<file path="config.mk">
export PLATFORM = sky130hd
export DESIGN_NAME = rx_line_condition_status
export DESIGN_NICKNAME = d
export VERILOG_FILES = /design/src/common/rx_line_pkg.sv /design/src/hw/zero_run_carrier_monitor.sv /design/src/hw/rx_line_condition_status.sv
export VERILOG_INCLUDE_DIRS = /design/src /design/src/common
export SDC_FILE = /design/constraint.sdc
export NUM_CORES = 1
export LEC_CHECK = 0
export BUFFER_PORTS_ARGS = -buffer_cell sky130_fd_sc_hd__buf_2
export CORE_AREA = 2 2 116 129
export CTS_CLUSTER_DIAMETER = 200
export DETAILED_ROUTE_END_ITERATION = 10
export DIE_AREA = 0 0 118 131
export PLACE_DENSITY = 0.76
export REMOVE_ABC_BUFFERS = 1
export SLEW_MARGIN = 20
export SYNTH_ARGS = -nofsm -noshare
export SYNTH_HDL_FRONTEND = slang
export SYNTH_HIERARCHICAL = 1
export SYNTH_SLANG_ARGS = --single-unit
</file>
<file path="constraint.sdc">
create_clock -name aclk -period 2.8 [get_ports aclk]
set_input_delay 0 -clock aclk [delete_from_list [all_inputs] [get_ports aclk]]
set_output_delay 0 -clock aclk [all_outputs]
set_load 0.1 [all_outputs]
</file>
<file path="src/common/rx_line_defines.svh">
`ifndef RX_LINE_DEFINES_SVH
`define RX_LINE_DEFINES_SVH

// ************************************************************
// register byte offsets
// ************************************************************
`define COND_STATUS_OFS 8'h10
`define IRQ_STATUS_OFS 8'h14
`define IRQ_ENABLE_OFS 8'h18
`define IRQ_CLEAR_OFS 8'h1C

// ************************************************************
// field positions and reset values
// ************************************************************
`define LEVEL_HI_BIT 7
`define LEVEL_LO_BIT 6
`define JITTER_BIT 5
`define CLK_LOST_BIT 4
`define CARRIER_BIT 3
`define IRQ_JITTER_BIT 0
`define IRQ_CLK_LOST_BIT 1
`define IRQ_CARRIER_BIT 2
`define IRQ_COUNT 3
`define IRQ_RESET 3'h0
`define RESP_OKAY 2'h0
`define RESP_SLVERR 2'h2

// ************************************************************
// timing and thresholds
// ************************************************************
`define CLK_PERIOD_NS 10
`define CLK_LOSS_NS 3000
`define CLK_LOSS_CYCLES (`CLK_LOSS_NS / `CLK_PERIOD_NS)
`define ZERO_RUN_LIMIT 8'hC0
`define ONES_WINDOW 112
`define ONES_NEEDED 7'h0E
`define JA_MARGIN 8'h04
`define JA_DEPTH_SHORT 8'h20
`define JA_DEPTH_LONG 8'h80
`define LEVEL_STEP1 7'h0F
`define LEVEL_STEP2 7'h1E
`define LEVEL_STEP3 7'h2D

`endif

</file>
<file path="src/common/rx_line_pkg.sv">
`default_nettype none
package rx_line_pkg;

    typedef enum logic [1:0] {
        WR_COLLECT = 2'b01,
        WR_RESP = 2'b10
    } wr_state_t;

    typedef enum logic [1:0] {
        RD_IDLE = 2'b01,
        RD_DATA = 2'b10
    } rd_state_t;

    typedef struct packed {
        logic rx_level_upper_bit;
        logic rx_level_lower_bit;
        logic jitter_fifo_near_limit;
        logic recv_clock_lost;
        logic framer_carrier_lost;
    } cond_t;

endpackage
`default_nettype wire

</file>
<file path="src/hw/zero_run_carrier_monitor.sv">
`timescale 1ns/1ps
`default_nettype none
`include "rx_line_defines.svh"

module zero_run_carrier_monitor (
    input wire logic aclk, // system clock
    input wire logic aresetn, // synchronous reset, active low
    input wire logic bit_valid, // one received bit this cycle
    input wire logic pos_bit, // positive rail sample
    input wire logic neg_bit, // negative rail sample
    output logic carrier_lost // framer carrier loss flag
);
    logic ones_bit;
    logic [`ONES_WINDOW-1:0] hist_ff;
    logic [6:0] ones_cnt_ff;
    logic [6:0] nxt_ones_cnt;
    logic [7:0] zero_run_ff;
    logic lost_ff;

    assign ones_bit = pos_bit | neg_bit;
    assign carrier_lost = lost_ff;

    // ************************************************************
    // ones density over a sliding window
    // ************************************************************
    always_comb begin
        nxt_ones_cnt = ones_cnt_ff;
        if (bit_valid) begin
            nxt_ones_cnt = ones_cnt_ff + 7'(ones_bit)
                - 7'(hist_ff[`ONES_WINDOW-1]);
        end
    end

    always_ff @(posedge aclk) begin
        if (!aresetn) begin
            hist_ff <= '0;
            ones_cnt_ff <= 7'h00;
        end else begin
            ones_cnt_ff <= nxt_ones_cnt;
            if (bit_valid) begin
                hist_ff <= {hist_ff[`ONES_WINDOW-2:0], ones_bit};
            end
        end
    end

    // ************************************************************
    // consecutive zero run, saturating so it cannot wrap
    // ************************************************************
    always_ff @(posedge aclk) begin
        if (!aresetn) begin
            zero_run_ff <= 8'h00;
        end else if (bit_valid) begin
            if (ones_bit) begin
                zero_run_ff <= 8'h00;
            end else if (zero_run_ff != `ZERO_RUN_LIMIT) begin
                zero_run_ff <= zero_run_ff + 8'h01;
            end
        end
    end

    always_ff @(posedge aclk) begin
        if (!aresetn) begin
            lost_ff <= 1'b0;
        end else if (bit_valid && !ones_bit
                     && zero_run_ff == `ZERO_RUN_LIMIT - 8'h01) begin
            lost_ff <= 1'b1;
        end else if (lost_ff && nxt_ones_cnt >= `ONES_NEEDED) begin
            lost_ff <= 1'b0;
        end
    end
endmodule
`default_nettype wire

</file>
<file path="src/hw/rx_line_condition_status.sv">
// Overview of operation
// level indication: upper bit at register bit 7, lower at bit 6
// level code 00 above -7.5, 01 to -15, 10 to -22.5, 11 below
// jitter trip flag bit 5 when fifo within 4 bits of limit
// clock loss flag bit 4 after 3 us or more without clock edge
// carrier loss flag bit 3 after 192 consecutive zero bits
// carrier loss clears once 14 ones seen within 112 bits
// bits 2 to 0 unassigned; host must mask them out
// status register sits at offset 0x10, eight bits wide
// status register is read-only; writes change no flag
`timescale 1ns/1ps
`default_nettype none
`include "rx_line_defines.svh"

module rx_line_condition_status (
    input wire logic aclk, // system clock, 100 MHz
    input wire logic aresetn, // synchronous reset, active low
    input wire logic recv_clock_input, // recovered receive clock
    input wire logic recv_positive_data_in, // positive rail data
    input wire logic recv_negative_data_in, // negative rail data
    input wire logic [6:0] rx_atten_half_db, // line loss, 0.5 dB units
    input wire logic [7:0] jitter_fifo_fill, // attenuator fifo fill
    input wire logic jitter_fifo_long, // 1: 128-bit fifo, 0: 32-bit
    input wire logic [7:0] awaddr, // write address
    input wire logic awvalid, // write address valid
    output logic awready, // write address ready
    input wire logic [31:0] wdata, // write data
    input wire logic [3:0] wstrb, // write byte strobes
    input wire logic wvalid, // write data valid
    output logic wready, // write data ready
    output logic [1:0] bresp, // write response
    output logic bvalid, // write response valid
    input wire logic bready, // write response ready
    input wire logic [7:0] araddr, // read address
    input wire logic arvalid, // read address valid
    output logic arready, // read address ready
    output logic [31:0] rdata, // read data
    output logic [1:0] rresp, // read response
    output logic rvalid, // read data valid
    input wire logic rready, // read data ready
    output logic irq // level interrupt, active high
);
    rx_line_pkg::wr_state_t wr_state_ff;
    rx_line_pkg::rd_state_t rd_state_ff;
    rx_line_pkg::cond_t cond_ff;
    rx_line_pkg::cond_t nxt_cond;
    logic awready_ff, wready_ff, bvalid_ff, arready_ff, rvalid_ff;
    logic [1:0] bresp_ff, rresp_ff;
    logic [31:0] rdata_ff;
    logic have_aw_ff, have_w_ff;
    logic [7:0] waddr_ff;
    logic [31:0] wdata_ff;
    logic [3:0] wstrb_ff;
    logic aw_hs, w_hs, ar_hs, wr_go;
    logic [7:0] wr_addr_eff;
    logic [31:0] wr_data_eff;
    logic [3:0] wr_strb_eff;
    logic rclk_prev_ff, rclk_edge, rclk_rise;
    logic [8:0] loss_cnt_ff, nxt_loss_cnt;
    logic carrier_lost;
    logic [7:0] ja_depth;
    logic [1:0] level_code;
    logic [`IRQ_COUNT-1:0] evt, irq_clr;
    logic [`IRQ_COUNT-1:0] irq_status_ff, irq_enable_ff;
    logic irq_ff;

    assign awready = awready_ff;
    assign wready = wready_ff;
    assign bvalid = bvalid_ff;
    assign bresp = bresp_ff;
    assign arready = arready_ff;
    assign rvalid = rvalid_ff;
    assign rdata = rdata_ff;
    assign rresp = rresp_ff;
    assign irq = irq_ff;

    // ************************************************************
    // decode helpers
    // ************************************************************
    function automatic logic addr_mapped(input logic [7:0] addr);
        addr_mapped = (addr == `COND_STATUS_OFS)
            || (addr == `IRQ_STATUS_OFS)
            || (addr == `IRQ_ENABLE_OFS)
            || (addr == `IRQ_CLEAR_OFS);
    endfunction

    function automatic logic [1:0] level_encode(input logic [6:0] atten);
        if (atten >= `LEVEL_STEP3) begin
            level_encode = 2'h3;
        end else if (atten >= `LEVEL_STEP2) begin
            level_encode = 2'h2;
        end else if (atten >= `LEVEL_STEP1) begin
            level_encode = 2'h1;
        end else begin
            level_encode = 2'h0;
        end
    endfunction

    // ************************************************************
    // receive clock watch
    // ************************************************************
    // the receive clock is only sampled, so edges closer than one
    // system cycle apart are not resolved; fine for a 1.544 MHz line
    assign rclk_edge = recv_clock_input ^ rclk_prev_ff;
    assign rclk_rise = recv_clock_input & ~rclk_prev_ff;

    always_ff @(posedge aclk) begin
        if (!aresetn) begin
            rclk_prev_ff <= 1'b0;
        end else begin
            rclk_prev_ff <= recv_clock_input;
        end
    end

    always_comb begin
        nxt_loss_cnt = loss_cnt_ff;
        if (rclk_edge) begin
            nxt_loss_cnt = 9'h000;
        end else if (loss_cnt_ff < 9'(`CLK_LOSS_CYCLES)) begin
            nxt_loss_cnt = loss_cnt_ff + 9'h001;
        end
    end

    always_ff @(posedge aclk) begin
        if (!aresetn) begin
            loss_cnt_ff <= 9'h000;
        end else begin
            loss_cnt_ff <= nxt_loss_cnt;
        end
    end

    // ************************************************************
    // carrier loss from the rail data
    // ************************************************************
    zero_run_carrier_monitor u_carrier (
        .aclk(aclk),
        .aresetn(aresetn),
        .bit_valid(rclk_rise),
        .pos_bit(recv_positive_data_in),
        .neg_bit(recv_negative_data_in),
        .carrier_lost(carrier_lost)
    );

    // ************************************************************
    // condition register
    // ************************************************************
    assign ja_depth = jitter_fifo_long ? `JA_DEPTH_LONG : `JA_DEPTH_SHORT;

    assign level_code = level_encode(rx_atten_half_db);

    // flags come only from the detectors, so no bus write reaches them
    always_comb begin
        nxt_cond.rx_level_upper_bit = level_code[1];
        nxt_cond.rx_level_lower_bit = level_code[0];
        // trip near either end: overrun and underrun both matter
        nxt_cond.jitter_fifo_near_limit =
            (jitter_fifo_fill >= ja_depth - `JA_MARGIN)
            || (jitter_fifo_fill <= `JA_MARGIN);
        nxt_cond.recv_clock_lost =
            (nxt_loss_cnt >= 9'(`CLK_LOSS_CYCLES));
        nxt_cond.framer_carrier_lost = carrier_lost;
    end

    always_ff @(posedge aclk) begin
        if (!aresetn) begin
            cond_ff <= '0;
        end else begin
            cond_ff <= nxt_cond;
        end
    end

    // ************************************************************
    // interrupt status, enable and clear
    // ************************************************************
    assign evt[`IRQ_JITTER_BIT] = nxt_cond.jitter_fifo_near_limit
        & ~cond_ff.jitter_fifo_near_limit;
    assign evt[`IRQ_CLK_LOST_BIT] = nxt_cond.recv_clock_lost
        & ~cond_ff.recv_clock_lost;
    assign evt[`IRQ_CARRIER_BIT] = nxt_cond.framer_carrier_lost
        & ~cond_ff.framer_carrier_lost;
    assign irq_clr = (wr_go && wr_addr_eff == `IRQ_CLEAR_OFS
        && wr_strb_eff[0]) ? wr_data_eff[`IRQ_COUNT-1:0] : `IRQ_RESET;

    // a new event beats a clear landing in the same cycle
    generate
        for (genvar i = 0; i < `IRQ_COUNT; i++) begin : g_sticky
            always_ff @(posedge aclk) begin
                if (!aresetn) begin
                    irq_status_ff[i] <= 1'b0;
                end else begin
                    irq_status_ff[i] <= evt[i]
                        | (irq_status_ff[i] & ~irq_clr[i]);
                end
            end
        end
    endgenerate

    always_ff @(posedge aclk) begin
        if (!aresetn) begin
            irq_enable_ff <= `IRQ_RESET;
        end else if (wr_go && wr_addr_eff == `IRQ_ENABLE_OFS
                     && wr_strb_eff[0]) begin
            irq_enable_ff <= wr_data_eff[`IRQ_COUNT-1:0];
        end
    end

    always_ff @(posedge aclk) begin
        if (!aresetn) begin
            irq_ff <= 1'b0;
        end else begin
            irq_ff <= |(irq_status_ff & irq_enable_ff);
        end
    end

    // ************************************************************
    // write channels
    // ************************************************************
    assign aw_hs = awvalid & awready_ff;
    assign w_hs = wvalid & wready_ff;
    assign wr_addr_eff = aw_hs ? awaddr : waddr_ff;
    assign wr_data_eff = w_hs ? wdata : wdata_ff;
    assign wr_strb_eff = w_hs ? wstrb : wstrb_ff;
    assign wr_go = (wr_state_ff == rx_line_pkg::WR_COLLECT)
        && (have_aw_ff || aw_hs) && (have_w_ff || w_hs);

    always_ff @(posedge aclk) begin
        if (!aresetn) begin
            wr_state_ff <= rx_line_pkg::WR_COLLECT;
            awready_ff <= 1'b0;
            wready_ff <= 1'b0;
            have_aw_ff <= 1'b0;
            have_w_ff <= 1'b0;
            waddr_ff <= 8'h00;
            wdata_ff <= 32'h0000_0000;
            wstrb_ff <= 4'h0;
            bvalid_ff <= 1'b0;
            bresp_ff <= `RESP_OKAY;
        end else begin
            case (wr_state_ff)
                rx_line_pkg::WR_COLLECT: begin
                    if (aw_hs) begin
                        have_aw_ff <= 1'b1;
                        waddr_ff <= awaddr;
                    end
                    if (w_hs) begin
                        have_w_ff <= 1'b1;
                        wdata_ff <= wdata;
                        wstrb_ff <= wstrb;
                    end
                    awready_ff <= !(have_aw_ff || aw_hs);
                    wready_ff <= !(have_w_ff || w_hs);
                    if (wr_go) begin
                        wr_state_ff <= rx_line_pkg::WR_RESP;
                        awready_ff <= 1'b0;
                        wready_ff <= 1'b0;
                        bvalid_ff <= 1'b1;
                        // read-only offsets answer okay and store nothing
                        bresp_ff <= addr_mapped(wr_addr_eff)
                            ? `RESP_OKAY : `RESP_SLVERR;
                    end
                end
                rx_line_pkg::WR_RESP: begin
                    if (bready) begin
                        wr_state_ff <= rx_line_pkg::WR_COLLECT;
                        bvalid_ff <= 1'b0;
                        have_aw_ff <= 1'b0;
                        have_w_ff <= 1'b0;
                        awready_ff <= 1'b1;
                        wready_ff <= 1'b1;
                    end
                end
                default: begin
                    wr_state_ff <= rx_line_pkg::WR_COLLECT;
                end
            endcase
        end
    end

    // ************************************************************
    // read channels
    // ************************************************************
    assign ar_hs = arvalid & arready_ff;

    always_ff @(posedge aclk) begin
        if (!aresetn) begin
            rd_state_ff <= rx_line_pkg::RD_IDLE;
            arready_ff <= 1'b0;
            rvalid_ff <= 1'b0;
            rdata_ff <= 32'h0000_0000;
            rresp_ff <= `RESP_OKAY;
        end else begin
            case (rd_state_ff)
                rx_line_pkg::RD_IDLE: begin
                    arready_ff <= 1'b1;
                    if (ar_hs) begin
                        rd_state_ff <= rx_line_pkg::RD_DATA;
                        arready_ff <= 1'b0;
                        rvalid_ff <= 1'b1;
                        rdata_ff <= 32'h0000_0000;
                        rresp_ff <= addr_mapped(araddr)
                            ? `RESP_OKAY : `RESP_SLVERR;
                        case (araddr)
                            `COND_STATUS_OFS: begin
                                // unassigned low bits read as zero
                                rdata_ff[`LEVEL_HI_BIT] <=
                                    cond_ff.rx_level_upper_bit;
                                rdata_ff[`LEVEL_LO_BIT] <=
                                    cond_ff.rx_level_lower_bit;
                                rdata_ff[`JITTER_BIT] <=
                                    cond_ff.jitter_fifo_near_limit;
                                rdata_ff[`CLK_LOST_BIT] <=
                                    cond_ff.recv_clock_lost;
                                rdata_ff[`CARRIER_BIT] <=
                                    cond_ff.framer_carrier_lost;
                            end
                            `IRQ_STATUS_OFS: begin
                                rdata_ff[`IRQ_COUNT-1:0] <= irq_status_ff;
                            end
                            `IRQ_ENABLE_OFS: begin
                                rdata_ff[`IRQ_COUNT-1:0] <= irq_enable_ff;
                            end
                            default: begin
                                rdata_ff <= 32'h0000_0000;
                            end
                        endcase
                    end
                end
                rx_line_pkg::RD_DATA: begin
                    if (rready) begin
                        rd_state_ff <= rx_line_pkg::RD_IDLE;
                        rvalid_ff <= 1'b0;
                        arready_ff <= 1'b1;
                    end
                end
                default: begin
                    rd_state_ff <= rx_line_pkg::RD_IDLE;
                end
            endcase
        end
    end
endmodule
`default_nettype wire

</file>
==> results.toml <==
[hold_path]
hold_path.class = "in -> reg"

[worst_setup_path]
critical-path-max-stage-delay_ns = 0.34
crit_buf_inv = 4
cp_slowest_cell = "dfxtp_1"
cp.required_ns = 3.11
r2r.worst_path.cells = 12
reg2reg_slack_ns = 0.48
endpoint_kind = "register"
crit_path_start = "u_carrier/ones_cnt_ff[0]$_SDFF_PN0_"
r2r-end = "u_carrier/carrier_lost$_SDFFE_PN0P_"
worst_setup_path_start_kind = "register"
path_class = "reg -> reg"
cp.depth = 12
endpoint = "u_carrier/carrier_lost$_SDFFE_PN0P_"
path_common_cell = "inv_1"
rr_startpoint = "u_carrier/ones_cnt_ff[0]$_SDFF_PN0_"
crit_chain = "inv_1, ha_1, inv_1, ha_1, inv_1, fa_1, inv_1, a21o_1, a221oi_2, mux2i_1, xnor2_1, a41o_1"
arrival_ns = 2.62
cp_top_family = "adder cells"
crit_fanout = 2

[layout]
final_layout_size_suffix_gt1_share_pct = 12.5
final_common_cell = "dfxtp_1"
layout_common_cells = "183 x dfxtp_1, 135 x nor2b_1, 121 x mux2i_1"
fin_util_pct = 64.0
fin_nets = 951
final_area_mm2 = 0.00910
diodes = 0
areaGrowthSynthToFinish_pct = 15.5

[synthesis]
synth-edff-count = 0
synthFlopType = "dfxtp_1"
yosys.area_share.xor_xnor_pct = 1.56
syn_area_per_cell_um2 = 10.1
yosysWarnings = 6
synthSimpleGateAreaFrac_pct = 19.5
synthArstFlopShare_pct = 0
synth-compound-area-share_pct = 8.71
synth_cells = 783
yosysUniqueCellTypes = 61
ys_seq_elements = 183
synth_mux_area_share_pct = 15.5
yosysSeqAreaShare_pct = 46.5
synth_top_family_by_area = "simple AND/OR/NAND/NOR gates"
syn-cell-area_mm2 = 0.00788
yosys.area_share.adder_pct = 2.32

[clocking]
cts_sinks = 183
path_clk_slew_ns = 0.06
cts_buffers = 17
cts_max_level = 4
cts_setup_buffers = 0
insertion_delay_ns = 0.42
clock_path_buffers = 2
cts-root-buf = "clkbuf_16"
cts_tree = "yes"

[sta]
final_max_slew_viol_count = 0
rsz0062_at_grt = "false"
fin_skew_ns = 0.00854
fmax_mhz = 432
fin_crit_sh_pct = 82.7
fin_tns_setup_ns = 0
tightest_slew_ns = 0.613
hold_slack_ns = 0.0122
hold_viol = 0
slew_headroom_pct = 58.8
period_needed_ns = 2.32
finalSetupViolations = 0

[routing]
num_vias = 5504
drtPass1Iterations = 4
dr.first_iter.drc_count = 285
final_antenna_net_count = 0
dr_wl_met2_mm = 7.17
wl_met3_um = 426
vias_per_cell = 5.17
routed_wire_length_per_instance_um = 13.2
wirelength_mm = 14.1
top_layer_used = "met4"
drc = 0
wirelength_met1_mm = 6.19

[floorplan]
die_h_um = 131
io_pins = 120
die_x_um = 118
rows = 46
start_util_pct = 55.4
fp.coreArea_mm2 = 0.0142
die-area_mm2 = 0.0155

[global_routing]
antenna_found_initial = 0
track_usage_pct = 18.8
grt_pass1_wl_mm = 24.0
grt_pass1_vias = 5464
grt_max_degree = 56
grt_overflow_total = 0

[flow_run]
maxCapViolations = 0

[power_and_ir_drop]
ir_worst_vdd_uv = 413
powerDensity_mw_per_mm2 = 657
leakage_nw = 3.71

[run_status]
status = "complete, no violations"

[placed_design]
gp_congestion = 0.831
place_hpwl_mm = 9.53
placed_cell_area_mm2 = 0.00826
io_buffers = 61
power by group:
part / switching (mW) / internal [mW]
Clock: 0.923 / 1.45
Sequential: 0.0521 / 2.68
Combinational: 0.570 / 0.311
Total: 1.55 / 4.44
logic make-up after synthesis:
logic type,count (synthesis)
AND/OR/NAND/NOR,267
flip-flops,183
multiplexers,122
AO/OA/AOI/OAI,94
buffers and inverters,88
adder cells (fa/ha/maj),14
XOR/XNOR,14
other,1
sequential cells by signal, indices dropped and copies added, names as in the netlist, 5 cells and up:
register and cells:
u_carrier/hist_ff 112, loss_cnt_ff 9, u_carrier/ones_cnt_ff 7, waddr_ff 8, u_carrier/zero_run_ff 8, rdata 8
cond_ff 5
worst register-to-register path: cells and delay by family, from the launching register on:
kind | cells | cell delay [ns]
AOI/OAI and AO/OA | 3 | 0.66
xor gates and xnor gates | 1 | 0.11
adders and majority gates | 3 | 0.66
buffers and inverters | 4 | 0.21
DFF | 1 | 0.34
muxes | 1 | 0.24
layout make-up:
cell class	instances	area [µm²]
clock buffer	25	475
clock inverter	7	119
fill	1154	5110
inverter	25	93.8
multi-input combinational	537	3860
sequential	183	3660
tap	192	240
timing repair buffer	95	651
stage by stage:
stage          std cells  total power, mW  setup WS [ns]
6_report            1064             5.98          0.484
5_1_grt             1064             6.23          0.263
4_1_cts             1064             6.04          0.488
3_5_place_dp        1007             3.63          0.508
3_3_place_gp        1007             3.59          0.549
2_1_floorplan        745             3.48          -2.59
worst min-delay path by stage:
stage                                           to             start  slack (ns)  cells after the start
after floorplan              cond_ff[2]$_SDFF_PN0_           aresetn        0.11                      2
after global placement     rclk_prev_ff$_SDFF_PN0_  recv_clock_input        0.26                      2
after detailed placement  waddr_ff[3]$_SDFFE_PN0P_         awaddr[3]        0.27                      3
after CTS                    rdata[4]$_SDFFE_PN0P_         araddr[3]       0.004                      4
after global routing      wdata_ff[2]$_SDFFE_PN0P_          wdata[2]        0.02                      4
final                     wdata_ff[2]$_SDFFE_PN0P_          wdata[2]        0.01                      4
per-layer routing:
layer	vias to the layer above	global-route usage, %
met3	28	4.60
met4	0	8.36
met5	-	0
met1	2617	20.6
met2	97	34.8
li1	2762	-
cells in the mapped netlist, types with 2 or more instances:
cell        n  area share, %
inv_1      25            1.2
and4b_1     3           0.38
nor2b_1   135             11
and3_1      5           0.40
xor2_1      6           0.67
a21boi_0   15            1.4
buf_2      13           0.83
and4_1      2           0.22
a41o_1      2           0.25
o211a_1     9            1.1
a21oi_1    18            1.1
and2_2      2           0.19
nand4_1     6           0.48
buf_4      27            2.6
a31oi_1     4           0.32
nand3_1     9           0.57
nand2b_1    5           0.40
dfxtp_1   183             46
nand3b_1    2           0.19
nor3b_1     3           0.29
xnor2_1     8           0.89
ha_1       13            2.1
and3b_1     3           0.33
nor2_1     20           0.95
nor4b_1     2           0.22
nand2_1    46            2.2
and2_1      7           0.56
clkbuf_1   21            1.0
a22oi_1     9           0.86
o21a_1      2           0.19
buf_6       2           0.29
o21ai_0    13           0.83
nor4_1      4           0.32
a21o_1      2           0.19
mux2i_1   121             15
o211ai_1    5           0.48
a211oi_1    2           0.19
nor3_1      6           0.38
what timing repair did:
item,CTS,global route
endpoints found under the hold margin,27,0
gates resized for setup,0,0
hold buffers,25,0
Note: power is estimated with default switching activity, not from simulation.
